## src/pkg/bbf_pkg.sv

```systemverilog
// Constants, opcodes and types for the branch, bit and flag execution slice.
// Assumes a core that presents one decoded instruction at a time.
package bbf_pkg;

  // Status register bit positions
  localparam logic [2:0] FLAG_C = 3'h0;
  localparam logic [2:0] FLAG_Z = 3'h1;
  localparam logic [2:0] FLAG_N = 3'h2;
  localparam logic [2:0] FLAG_V = 3'h3;
  localparam logic [2:0] FLAG_S = 3'h4;
  localparam logic [2:0] FLAG_H = 3'h5;
  localparam logic [2:0] FLAG_T = 3'h6;
  localparam logic [2:0] FLAG_I = 3'h7;
  localparam logic [7:0] FLAGS_RESET = 8'h00;

  // Program counter steps, in words, and the branch offset width in bits
  localparam int PC_STEP = 1;
  localparam int SKIP_SHORT = 2;
  localparam int SKIP_LONG = 3;
  localparam int OFFSET_W = 7;

  // Avalon-MM word addresses and status register bit positions
  localparam logic [1:0] ADDR_FLAGS = 2'h0;
  localparam logic [1:0] ADDR_LAST_PC = 2'h1;
  localparam logic [1:0] ADDR_STATUS = 2'h2;
  localparam int STAT_BUSY = 0;
  localparam int STAT_TAKEN = 1;

  typedef enum logic [5:0] {
    op_compare_regs, op_compare_with_borrow, op_compare_immediate,
    op_skip_reg_bit_clear, op_skip_reg_bit_set, op_skip_io_bit_clear, op_skip_io_bit_set,
    op_branch_flag_set, op_branch_flag_clear, op_branch_equal, op_branch_not_equal,
    op_branch_carry_set, op_branch_carry_clear, op_branch_same_or_higher, op_branch_lower,
    op_branch_minus, op_branch_plus, op_branch_signed_ge, op_branch_signed_lt,
    op_branch_half_carry_set, op_branch_half_carry_clear, op_branch_overflow_clear,
    op_branch_irq_enabled, op_branch_irq_disabled,
    op_set_io_bit, op_clear_io_bit,
    op_shift_left_zero_fill, op_shift_right_zero_fill, op_rotate_left_carry,
    op_rotate_right_carry, op_arith_shift_right, op_nibble_swap,
    op_status_bit_set, op_status_bit_clear, op_store_bit_to_transfer,
    op_load_bit_from_transfer,
    op_set_carry_flag, op_clear_carry_flag, op_set_negative_flag, op_clear_negative_flag,
    op_set_zero_flag, op_clear_zero_flag, op_irq_global_on, op_irq_global_off,
    op_set_sign_flag, op_clear_sign_flag, op_set_overflow_flag
  } opcode_t;

  typedef enum logic [2:0] {
    alu_sub, alu_shl, alu_shr, alu_rotl, alu_rotr, alu_shr_arith
  } alu_op_t;

  typedef enum logic [1:0] {
    st_idle = 2'h1,
    st_hold = 2'h2
  } exec_state_t;

endpackage

```

## src/pkg/alu_if.sv

```systemverilog
// Operand and result bundle between the executor and its shift/compare unit.
// Assumes both ends run in the same clock domain; the bundle is combinational.
`timescale 1ns/1ps
interface alu_if;
  logic [7:0] a;
  logic [7:0] b;
  logic cin;
  logic zin;
  bbf_pkg::alu_op_t op;
  logic [7:0] res;
  logic c;
  logic z;
  logic n;
  logic v;
  logic h;
  modport alu (input a, b, cin, zin, op, output res, c, z, n, v, h);
  modport user (output a, b, cin, zin, op, input res, c, z, n, v, h);
endinterface

```

## src/bbf_shift_compare.sv

```systemverilog
// Combinational subtract-compare and shift/rotate unit with flag results.
// Assumes the caller registers results and picks which flags to keep.
`timescale 1ns/1ps
module bbf_shift_compare (
  alu_if.alu alu
);

  logic [7:0] diff;

  always_comb
  begin
    diff = alu.a - alu.b - {7'h00, alu.cin};
    alu.res = 8'h00;
    alu.c = 1'b0;
    alu.h = 1'b0;
    case (alu.op)
      bbf_pkg::alu_sub:
      begin
        alu.res = diff;
        alu.c = (~alu.a[7] & alu.b[7]) | (alu.b[7] & diff[7]) | (diff[7] & ~alu.a[7]);
        alu.h = (~alu.a[3] & alu.b[3]) | (alu.b[3] & diff[3]) | (diff[3] & ~alu.a[3]);
      end
      bbf_pkg::alu_shl:
      begin
        alu.res = {alu.a[6:0], 1'b0};
        alu.c = alu.a[7];
      end
      bbf_pkg::alu_shr:
      begin
        alu.res = {1'b0, alu.a[7:1]};
        alu.c = alu.a[0];
      end
      bbf_pkg::alu_rotl:
      begin
        alu.res = {alu.a[6:0], alu.cin};
        alu.c = alu.a[7];
      end
      bbf_pkg::alu_rotr:
      begin
        alu.res = {alu.cin, alu.a[7:1]};
        alu.c = alu.a[0];
      end
      bbf_pkg::alu_shr_arith:
      begin
        alu.res = {alu.a[7], alu.a[7:1]};
        alu.c = alu.a[0];
      end
      default:
      begin
        alu.res = 8'h00;
      end
    endcase
    alu.n = alu.res[7];
    // Chained compare keeps Z only if every earlier byte was equal too
    alu.z = alu.zin & (alu.res == 8'h00);
    if (alu.op == bbf_pkg::alu_sub)
      alu.v = (alu.a[7] & ~alu.b[7] & ~diff[7]) | (~alu.a[7] & alu.b[7] & diff[7]);
    else
      alu.v = alu.res[7] ^ alu.c;
  end

endmodule

```

## src/bbf_exec.sv

```systemverilog
// Executor for compares, skips, flag branches, I/O bit set/clear, shifts and flag ops.
// Assumes the core presents decoded operands and waits on ready; the flags live here.
//
// Overview of operation
// - Compares subtract, set ZNVCH, write nothing, one cycle
// - Register bit skip adds two or three
// - I/O bit skip adds two or three
// - Indexed flag branch jumps to PC+k+1
// - Equal branches follow zero flag
// - Carry branches follow carry flag
// - Minus and plus follow negative flag
// - Half carry branches follow half carry
// - Overflow clear branch, one or two cycles
// - Interrupt state branches, one or two cycles
// - I/O bit set/clear, two cycles, no flags
// - Logical shifts fill zero, update ZCNV
// - Rotate left through carry
// - Rotate right through carry
// - Bit store copies register bit to T
// - Bit load writes T into register bit
// - Dedicated ops set or clear one flag
//
// The register addresses and the Avalon-MM interface to the registers were chosen for this implementation.
`timescale 1ns/1ps
module bbf_exec #(
  parameter int PC_W = 16
) (
  input wire logic i_ref_clk,
  input wire logic i_srst,
  input wire logic i_exec_valid,
  output logic o_exec_ready,
  input wire bbf_pkg::opcode_t i_opcode,
  input wire logic [7:0] i_op_a,
  input wire logic [7:0] i_op_b,
  input wire logic [7:0] i_io_value,
  input wire logic [2:0] i_bit_sel,
  input wire logic [6:0] i_offset,
  input wire logic i_skip_long,
  input wire logic [PC_W-1:0] i_pc,
  output logic o_done,
  output logic [PC_W-1:0] o_pc_next,
  output logic o_reg_we,
  output logic [7:0] o_reg_data,
  output logic o_io_we,
  output logic [7:0] o_io_data,
  output logic [7:0] o_flags,
  input wire logic [1:0] i_avs_address,
  input wire logic i_avs_read,
  input wire logic i_avs_write,
  input wire logic [31:0] i_avs_writedata,
  output logic [31:0] o_avs_readdata,
  output logic o_avs_waitrequest
);

  // Below eight bits the offset sign extension has no room
  if (PC_W < 8 || PC_W > 32)
  begin : g_pc_w_check
    $error("PC_W must lie between 8 and 32");
  end

  // Returns {is_branch, wanted level, flag index}
  function automatic logic [4:0] branch_decode(bbf_pkg::opcode_t op, logic [2:0] sel);
    case (op)
      bbf_pkg::op_branch_flag_set: return {2'b11, sel};
      bbf_pkg::op_branch_flag_clear: return {2'b10, sel};
      bbf_pkg::op_branch_equal: return {2'b11, bbf_pkg::FLAG_Z};
      bbf_pkg::op_branch_not_equal: return {2'b10, bbf_pkg::FLAG_Z};
      bbf_pkg::op_branch_carry_set: return {2'b11, bbf_pkg::FLAG_C};
      bbf_pkg::op_branch_lower: return {2'b11, bbf_pkg::FLAG_C};
      bbf_pkg::op_branch_carry_clear: return {2'b10, bbf_pkg::FLAG_C};
      bbf_pkg::op_branch_same_or_higher: return {2'b10, bbf_pkg::FLAG_C};
      bbf_pkg::op_branch_minus: return {2'b11, bbf_pkg::FLAG_N};
      bbf_pkg::op_branch_plus: return {2'b10, bbf_pkg::FLAG_N};
      bbf_pkg::op_branch_signed_ge: return {2'b10, bbf_pkg::FLAG_S};
      bbf_pkg::op_branch_signed_lt: return {2'b11, bbf_pkg::FLAG_S};
      bbf_pkg::op_branch_half_carry_set: return {2'b11, bbf_pkg::FLAG_H};
      bbf_pkg::op_branch_half_carry_clear: return {2'b10, bbf_pkg::FLAG_H};
      bbf_pkg::op_branch_overflow_clear: return {2'b10, bbf_pkg::FLAG_V};
      bbf_pkg::op_branch_irq_enabled: return {2'b11, bbf_pkg::FLAG_I};
      bbf_pkg::op_branch_irq_disabled: return {2'b10, bbf_pkg::FLAG_I};
      default: return 5'h00;
    endcase
  endfunction

  // Returns {is_flag_op, new value, flag index}
  function automatic logic [4:0] flag_decode(bbf_pkg::opcode_t op, logic [2:0] sel);
    case (op)
      bbf_pkg::op_status_bit_set: return {2'b11, sel};
      bbf_pkg::op_status_bit_clear: return {2'b10, sel};
      bbf_pkg::op_set_carry_flag: return {2'b11, bbf_pkg::FLAG_C};
      bbf_pkg::op_clear_carry_flag: return {2'b10, bbf_pkg::FLAG_C};
      bbf_pkg::op_set_negative_flag: return {2'b11, bbf_pkg::FLAG_N};
      bbf_pkg::op_clear_negative_flag: return {2'b10, bbf_pkg::FLAG_N};
      bbf_pkg::op_set_zero_flag: return {2'b11, bbf_pkg::FLAG_Z};
      bbf_pkg::op_clear_zero_flag: return {2'b10, bbf_pkg::FLAG_Z};
      bbf_pkg::op_irq_global_on: return {2'b11, bbf_pkg::FLAG_I};
      bbf_pkg::op_irq_global_off: return {2'b10, bbf_pkg::FLAG_I};
      bbf_pkg::op_set_sign_flag: return {2'b11, bbf_pkg::FLAG_S};
      bbf_pkg::op_clear_sign_flag: return {2'b10, bbf_pkg::FLAG_S};
      bbf_pkg::op_set_overflow_flag: return {2'b11, bbf_pkg::FLAG_V};
      default: return 5'h00;
    endcase
  endfunction

  alu_if alu_bus();

  bbf_shift_compare u_alu (
    .alu(alu_bus.alu)
  );

  bbf_pkg::exec_state_t state;
  bbf_pkg::exec_state_t next_state;
  logic [7:0] flags;
  logic [7:0] next_flags;
  logic [PC_W-1:0] next_pc_next;
  logic next_done;
  logic next_reg_we;
  logic [7:0] next_reg_data;
  logic next_io_we;
  logic [7:0] next_io_data;
  logic pend_io;
  logic next_pend_io;
  logic taken;
  logic next_taken;
  logic accept;
  logic [4:0] br;
  logic [4:0] fl;
  logic is_cmp;
  logic is_shift;
  logic bus_take;
  logic next_bus_take;
  logic [31:0] next_readdata;
  logic [PC_W-1:0] pc_seq;
  logic [PC_W-1:0] pc_skip;
  logic [PC_W-1:0] pc_branch;

  assign accept = i_exec_valid & o_exec_ready;
  assign o_exec_ready = (state == bbf_pkg::st_idle);
  assign o_flags = flags;
  assign br = branch_decode(i_opcode, i_bit_sel);
  assign fl = flag_decode(i_opcode, i_bit_sel);
  assign is_cmp = (i_opcode == bbf_pkg::op_compare_regs) ||
    (i_opcode == bbf_pkg::op_compare_with_borrow) || (i_opcode == bbf_pkg::op_compare_immediate);
  assign is_shift = (i_opcode >= bbf_pkg::op_shift_left_zero_fill) &&
    (i_opcode <= bbf_pkg::op_arith_shift_right);

  assign pc_seq = i_pc + PC_W'(bbf_pkg::PC_STEP);
  assign pc_skip = i_pc + (i_skip_long ? PC_W'(bbf_pkg::SKIP_LONG) : PC_W'(bbf_pkg::SKIP_SHORT));
  // Offset is a signed word count in two's complement
  assign pc_branch = pc_seq + {{(PC_W - bbf_pkg::OFFSET_W){i_offset[6]}}, i_offset};

  always_comb
  begin
    alu_bus.a = i_op_a;
    alu_bus.b = i_op_b;
    alu_bus.cin = flags[bbf_pkg::FLAG_C];
    alu_bus.zin = 1'b1;
    case (i_opcode)
      bbf_pkg::op_shift_left_zero_fill: alu_bus.op = bbf_pkg::alu_shl;
      bbf_pkg::op_shift_right_zero_fill: alu_bus.op = bbf_pkg::alu_shr;
      bbf_pkg::op_rotate_left_carry: alu_bus.op = bbf_pkg::alu_rotl;
      bbf_pkg::op_rotate_right_carry: alu_bus.op = bbf_pkg::alu_rotr;
      bbf_pkg::op_arith_shift_right: alu_bus.op = bbf_pkg::alu_shr_arith;
      default: alu_bus.op = bbf_pkg::alu_sub;
    endcase
    if (i_opcode == bbf_pkg::op_compare_with_borrow)
      alu_bus.zin = flags[bbf_pkg::FLAG_Z];
    else if (is_cmp)
      alu_bus.cin = 1'b0;
  end

  always_comb
  begin
    next_state = state;
    next_flags = flags;
    next_pc_next = o_pc_next;
    next_done = 1'b0;
    next_reg_we = 1'b0;
    next_reg_data = o_reg_data;
    next_io_we = 1'b0;
    next_io_data = o_io_data;
    next_pend_io = 1'b0;
    next_taken = taken;
    // A bus write lands first so that an instruction's own flag update wins
    if (i_avs_write && bus_take && i_avs_address == bbf_pkg::ADDR_FLAGS)
      next_flags = i_avs_writedata[7:0];
    case (state)
      bbf_pkg::st_idle:
      begin
        if (accept)
        begin
          next_pc_next = pc_seq;
          next_done = 1'b1;
          next_taken = 1'b0;
          if (is_cmp)
          begin
            next_flags[bbf_pkg::FLAG_Z] = alu_bus.z;
            next_flags[bbf_pkg::FLAG_N] = alu_bus.n;
            next_flags[bbf_pkg::FLAG_V] = alu_bus.v;
            next_flags[bbf_pkg::FLAG_C] = alu_bus.c;
            next_flags[bbf_pkg::FLAG_H] = alu_bus.h;
          end
          else if (is_shift)
          begin
            next_reg_we = 1'b1;
            next_reg_data = alu_bus.res;
            next_flags[bbf_pkg::FLAG_Z] = alu_bus.z;
            next_flags[bbf_pkg::FLAG_N] = alu_bus.n;
            next_flags[bbf_pkg::FLAG_V] = alu_bus.v;
            next_flags[bbf_pkg::FLAG_C] = alu_bus.c;
          end
          else if (br[4])
          begin
            // Taken branches spend a second cycle refilling the fetch path
            if (flags[br[2:0]] == br[3])
            begin
              next_pc_next = pc_branch;
              next_taken = 1'b1;
              next_done = 1'b0;
              next_state = bbf_pkg::st_hold;
            end
          end
          else if (fl[4])
            next_flags[fl[2:0]] = fl[3];
          else
          begin
            case (i_opcode)
              bbf_pkg::op_skip_reg_bit_clear, bbf_pkg::op_skip_reg_bit_set:
              begin
                if (i_op_a[i_bit_sel] == (i_opcode == bbf_pkg::op_skip_reg_bit_set))
                begin
                  next_pc_next = pc_skip;
                  next_taken = 1'b1;
                  next_done = 1'b0;
                  next_state = bbf_pkg::st_hold;
                end
              end
              bbf_pkg::op_skip_io_bit_clear, bbf_pkg::op_skip_io_bit_set:
              begin
                if (i_io_value[i_bit_sel] == (i_opcode == bbf_pkg::op_skip_io_bit_set))
                begin
                  next_pc_next = pc_skip;
                  next_taken = 1'b1;
                  next_done = 1'b0;
                  next_state = bbf_pkg::st_hold;
                end
              end
              bbf_pkg::op_set_io_bit, bbf_pkg::op_clear_io_bit:
              begin
                next_io_data = i_io_value;
                next_io_data[i_bit_sel] = (i_opcode == bbf_pkg::op_set_io_bit);
                next_pend_io = 1'b1;
                next_done = 1'b0;
                next_state = bbf_pkg::st_hold;
              end
              bbf_pkg::op_nibble_swap:
              begin
                next_reg_we = 1'b1;
                next_reg_data = {i_op_a[3:0], i_op_a[7:4]};
              end
              bbf_pkg::op_store_bit_to_transfer:
                next_flags[bbf_pkg::FLAG_T] = i_op_a[i_bit_sel];
              bbf_pkg::op_load_bit_from_transfer:
              begin
                next_reg_we = 1'b1;
                next_reg_data = i_op_a;
                next_reg_data[i_bit_sel] = flags[bbf_pkg::FLAG_T];
              end
              default:
                next_done = 1'b1;
            endcase
          end
        end
      end
      bbf_pkg::st_hold:
      begin
        next_done = 1'b1;
        next_io_we = pend_io;
        next_state = bbf_pkg::st_idle;
      end
      default:
        next_state = bbf_pkg::st_idle;
    endcase
  end

  always_ff @(posedge i_ref_clk)
  begin
    if (i_srst)
    begin
      state <= bbf_pkg::st_idle;
      flags <= bbf_pkg::FLAGS_RESET;
      o_pc_next <= '0;
      o_done <= 1'b0;
      o_reg_we <= 1'b0;
      o_reg_data <= 8'h00;
      o_io_we <= 1'b0;
      o_io_data <= 8'h00;
      pend_io <= 1'b0;
      taken <= 1'b0;
    end
    else
    begin
      state <= next_state;
      flags <= next_flags;
      o_pc_next <= next_pc_next;
      o_done <= next_done;
      o_reg_we <= next_reg_we;
      o_reg_data <= next_reg_data;
      o_io_we <= next_io_we;
      o_io_data <= next_io_data;
      pend_io <= next_pend_io;
      taken <= next_taken;
    end
  end

  // Every access takes one wait cycle; read data are captured in that cycle
  assign o_avs_waitrequest = (i_avs_read | i_avs_write) & ~bus_take;

  always_comb
  begin
    next_bus_take = (i_avs_read | i_avs_write) & ~bus_take;
    next_readdata = o_avs_readdata;
    if (i_avs_read && !bus_take)
    begin
      case (i_avs_address)
        bbf_pkg::ADDR_FLAGS: next_readdata = {24'h000000, flags};
        bbf_pkg::ADDR_LAST_PC: next_readdata = 32'(o_pc_next);
        bbf_pkg::ADDR_STATUS:
        begin
          next_readdata = 32'h00000000;
          next_readdata[bbf_pkg::STAT_BUSY] = ~o_exec_ready;
          next_readdata[bbf_pkg::STAT_TAKEN] = taken;
        end
        default: next_readdata = 32'h00000000;
      endcase
    end
  end

  always_ff @(posedge i_ref_clk)
  begin
    if (i_srst)
    begin
      bus_take <= 1'b0;
      o_avs_readdata <= 32'h00000000;
    end
    else
    begin
      bus_take <= next_bus_take;
      o_avs_readdata <= next_readdata;
    end
  end

  cmp_no_write_a: assert property (@(posedge i_ref_clk) disable iff (i_srst)
    accept && is_cmp |=> o_done && !o_reg_we && !o_io_we && o_exec_ready)
    else $error("compare wrote a register or took more than one cycle");

  cmp_equal_zero_a: assert property (@(posedge i_ref_clk) disable iff (i_srst)
    accept && i_opcode == bbf_pkg::op_compare_regs && i_op_a == i_op_b
    |=> o_flags[bbf_pkg::FLAG_Z] && !o_flags[bbf_pkg::FLAG_C])
    else $error("equal compare left Z clear or C set");

  skip_target_a: assert property (@(posedge i_ref_clk) disable iff (i_srst)
    accept && i_opcode == bbf_pkg::op_skip_reg_bit_set && i_op_a[i_bit_sel]
    |=> !o_done ##1 o_done && o_pc_next == PC_W'(int'($past(i_pc, 2)) +
      ($past(i_skip_long, 2) ? bbf_pkg::SKIP_LONG : bbf_pkg::SKIP_SHORT)))
    else $error("register bit skip target wrong");

  branch_eq_taken_a: assert property (@(posedge i_ref_clk) disable iff (i_srst)
    accept && i_opcode == bbf_pkg::op_branch_equal && flags[bbf_pkg::FLAG_Z]
    |=> !o_exec_ready ##1 o_done && o_pc_next == PC_W'(int'($past(i_pc, 2)) +
      int'($signed($past(i_offset, 2))) + bbf_pkg::PC_STEP))
    else $error("taken equal branch target or timing wrong");

  ovf_not_taken_a: assert property (@(posedge i_ref_clk) disable iff (i_srst)
    accept && i_opcode == bbf_pkg::op_branch_overflow_clear && flags[bbf_pkg::FLAG_V]
    |=> o_done && o_pc_next == PC_W'(int'($past(i_pc)) + bbf_pkg::PC_STEP))
    else $error("untaken overflow branch not one cycle");

  io_bit_set_a: assert property (@(posedge i_ref_clk) disable iff (i_srst)
    accept && i_opcode == bbf_pkg::op_set_io_bit
    |=> !o_io_we ##1 o_io_we && o_done && o_io_data == ($past(i_io_value, 2) |
      (8'h01 << $past(i_bit_sel, 2))))
    else $error("I/O bit set wrong value or timing");

  shl_result_a: assert property (@(posedge i_ref_clk) disable iff (i_srst)
    accept && i_opcode == bbf_pkg::op_shift_left_zero_fill
    |=> o_reg_we && o_reg_data == {$past(i_op_a[6:0]), 1'b0} &&
      o_flags[bbf_pkg::FLAG_C] == $past(i_op_a[7]))
    else $error("left shift result or carry wrong");

  rotl_carry_a: assert property (@(posedge i_ref_clk) disable iff (i_srst)
    accept && i_opcode == bbf_pkg::op_rotate_left_carry
    |=> o_reg_data[0] == $past(flags[bbf_pkg::FLAG_C]) &&
      o_flags[bbf_pkg::FLAG_C] == $past(i_op_a[7]))
    else $error("rotate left carry path wrong");

  bit_store_a: assert property (@(posedge i_ref_clk) disable iff (i_srst)
    accept && i_opcode == bbf_pkg::op_store_bit_to_transfer
    |=> o_flags[bbf_pkg::FLAG_T] == $past(i_op_a[i_bit_sel]) && !o_reg_we)
    else $error("bit store did not reach T");

endmodule

```

## config.mk

```make
export PLATFORM = sky130hd
export DESIGN_NAME = bbf_exec
export DESIGN_NICKNAME = d
export VERILOG_FILES = /design/src/pkg/bbf_pkg.sv /design/src/pkg/alu_if.sv /design/src/bbf_shift_compare.sv /design/src/bbf_exec.sv
export SDC_FILE = /design/constraint.sdc
export NUM_CORES = 1
export LEC_CHECK = 0
export BUFFER_PORTS_ARGS = -buffer_cell sky130_fd_sc_hd__buf_4
export CAP_MARGIN = 20
export CELL_PAD_IN_SITES_DETAIL_PLACEMENT = 0
export CELL_PAD_IN_SITES_GLOBAL_PLACEMENT = 1
export CORE_ASPECT_RATIO = 1.5
export CORE_MARGIN = 1
export CORE_UTILIZATION = 39
export CTS_CLUSTER_SIZE = 8
export DETAILED_ROUTE_END_ITERATION = 8
export PLACE_DENSITY_LB_ADDON = 0.08
export SLEW_MARGIN = 20
export SYNTH_ARGS = -nofsm -noshare
export SYNTH_HDL_FRONTEND = slang
export SYNTH_SLANG_ARGS = --single-unit
export TNS_END_PERCENT = 20
```

## constraint.sdc

```tcl
create_clock -name i_ref_clk -period 4.4 [get_ports i_ref_clk]
set_input_delay 0.22 -clock i_ref_clk [delete_from_list [all_inputs] [get_ports i_ref_clk]]
set_output_delay 0.22 -clock i_ref_clk [all_outputs]
set_load 0.005 [all_outputs]
```

==> flow_summary.ini <==
[status]
outcome = finished clean

[sta]
post-route-period-util_pct = 79.9
max_slew_margin_pct = 34.3
clock-skew-final_ps = 12.4
slew_viol_final = 0
finalSetupViolations = 0
fin_crit_ps = 3520
max_freq_ghz = 0.284
tns_ps = 0
timing.final.hold_violations = 0
worstMarginPinSlew_ps = 981
rsz0062_at_grt = no

[power_and_ir_drop]
irDropWorstVdd_mv = 0.157
pwr_density_cell_mw_per_mm2 = 270
p_leak_nw = 3.25
power_mw = 2.08

[cts]
cts_buffers = 9
clk_pin_slew_ps = 60
clockBufferDepth = 2
cts_resized = 0
cts_setup_buffers = 0
hold_buffers = 0
htree_levels = 3
cts.sinks = 64
clkLatencyLatePin_ps = 330
cts_tree = done
root_buffer = clkbuf_16

[floorplan]
num_rows = 57
die_w_um = 107
initial_core_util_pct = 39.8
die_area_mm2 = 0.0170
die_height_um = 159
io_pins = 173
fp.coreArea_mm2 = 0.0161

[grt]
first_global_vias = 6931
grt_max_degree = 64
grt_pass1_wl_um = 36100
grt_overflow = 0
antenna_found_initial = 0
grt_usage_pct = 27.5

[cells_and_area]
num_antenna_cells = 0
fin_nets = 1085
area_growth_pct = 20.3
drive_gt1_share_pct = 20.2

[worst_setup_path]
critPathLaunchType = input port
arrival_ps = 3750
required_ps = 4640
worstSetupPathType = input port to register
critical_path.endpoint_type = register
cp_max_fo = 24

[place]
hpwl_um = 18300
io_buffers = 132
finalWeightedCongestion = 0.918

[synthesis]
yosysTopAreaCellShare_pct = 20.0
synth_edf_count = 0
synth_cells = 853
ys_warn_count = 0
synthArstFlopShare_pct = 0
netlist_top_cells_area = dfxtp_1 20%, nor2_1 7.0%, ha_1 6.8%
avgSynthCellArea_um2 = 7.51
synth_cell_type_count = 85
synth_top_cell_by_area = dfxtp_1
synth_area_mm2 = 0.00641
seq_area_frac_synth_pct = 20.0
ys_ff_latch = 64
synthFlopType = dfxtp_1

[route]
drt_wl_total_um = 23300
first_iter_violations = 317
drt-vias-per-instance = 5.90
wire_per_inst_um = 20.1
remaining_drc_errors = 0
vias = 6853
first_pass_iters = 7
antenna_left = 0

[flow_run]
cap_violations = 0

[hold_path]
holdCritPathClass = input port to register
## cell type report
| cell class | instances | area [µm²] |
|---|---|---|
| Multi-Input combinational cell | 701 | 4700 |
| Sequential cell | 64 | 1280 |
| Clock inverter | 6 | 61.3 |
| Timing Repair Buffer | 140 | 1050 |
| Fill cell | 1640 | 8410 |
| Clock buffer | 9 | 225 |
| Inverter | 35 | 131 |
| Tap cell | 206 | 258 |
## per-stage QoR
| step | area, µm² | util (%) | cells | hold slack, ps | setup slack, ps |
|---|---|---|---|---|---|
| after floorplan | 6460 | - | 868 | 395 | 940 |
| final | 7710 | 47.8 | 1161 | 238 | 885 |
| after global placement | 7430 | 46.1 | 1146 | 455 | 576 |
| after global routing | 7710 | 47.8 | 1161 | 246 | 601 |
| after detailed placement | 7430 | 46.1 | 1146 | 464 | 554 |
| after CTS | 7710 | 47.8 | 1161 | 232 | 897 |
## flip-flops by register name, summed over array words and instances, names as in the netlist
name / cells
state: 2
o_reg_data: 8
pend_io: 1
o_avs_readdata: 16
bus_take: 1
o_flags: 8
o_reg_we: 1
taken: 1
o_done: 1
o_io_we: 1
o_pc_next: 16
o_io_data: 8
## where the power goes
group	switching [mW]	internal, mW	total (mW)
logic	0.420	0.309	0.728
registers	0.0417	0.614	0.656
clock network	0.264	0.433	0.696
## critical path: stages
cell	delay, ps
buf_4	190
or4_1	590
o21ai_1	220
fa_1	470
ha_1	190
o21ai_0	150
nand2_1	70
a21o_1	170
a21oi_1	250
mux2i_1	220
a22o_1	170
a41oi_1	170
or3_1	440
a221oi_1	240
## kinds of logic after synthesis
family          synth area share [%]
simple gates                    23.0
flops                           20.0
other cells                   0.0585
buf+inv                         7.48
xor+xnor                        6.56
mux                             7.61
fa+ha+maj                       7.77
compound gates                  27.5
## synth_stat cells (10+ instances only)
library cell and count:
nor3_1 24, inv_1 32, dfxtp_1 64, ha_1 35
o211ai_1 12, mux2_2 13, nand2_1 46, clkbuf_1 38
nand3b_1 10, and3_1 10, xor2_1 24, nand2b_1 10
nand3_1 23, buf_4 17, xnor2_1 24, o31ai_1 11
mux2i_1 33, a21oi_1 59, or3_1 10, a211oi_1 17
nor2_1 120, o21ai_0 38, a22oi_1 15
## placed cells by master, fill, tap and decap left out, types with 5 or more instances in the layout
cell type,instances
a21oi_1,59
mux2_2,13
nand3b_1,10
buf_4,140
o21ai_0,38
dfxtp_1,64
conb_1,16
xor2_1,24
inv_1,32
a21o_1,9
nand2b_1,10
nor2b_1,6
o211ai_1,12
or3_1,10
nor3_1,24
nor3b_1,6
o21a_1,6
o21ai_1,9
a221oi_1,7
mux2i_1,33
a22oi_1,15
nand2_1,46
ha_1,35
a221o_1,5
nand3_1,23
o31ai_1,11
clkbuf_16,9
and3_1,10
a211oi_1,17
and2_1,8
a31oi_1,8
nand4_1,6
xnor2_1,24
a21boi_0,5
a311oi_1,6
nor2_1,120
## path summary, 6_finish.rpt
check,startpoint,endpoint,slack [ps],cells after the start
max reg2reg,o_flags[0],o_flags[1],1090,14
min reg2reg,pend_io,o_io_we,460,1
max,i_opcode[3],o_flags[1],880,14
min,i_avs_read,bus_take,240,3
## metal layers
layer | vias up | part of all wire [%] | global-route usage, %
met3 | 79 | 4.5 | 4.09
met4 | 0 | 7.7 | 20.6
met5 | - | 0 | 0
met1 | 3251 | 35 | 27.0
met2 | 241 | 53 | 50.8
li1 | 3282 | - | -
No activity file was read; power rests on OpenSTA's default activity.
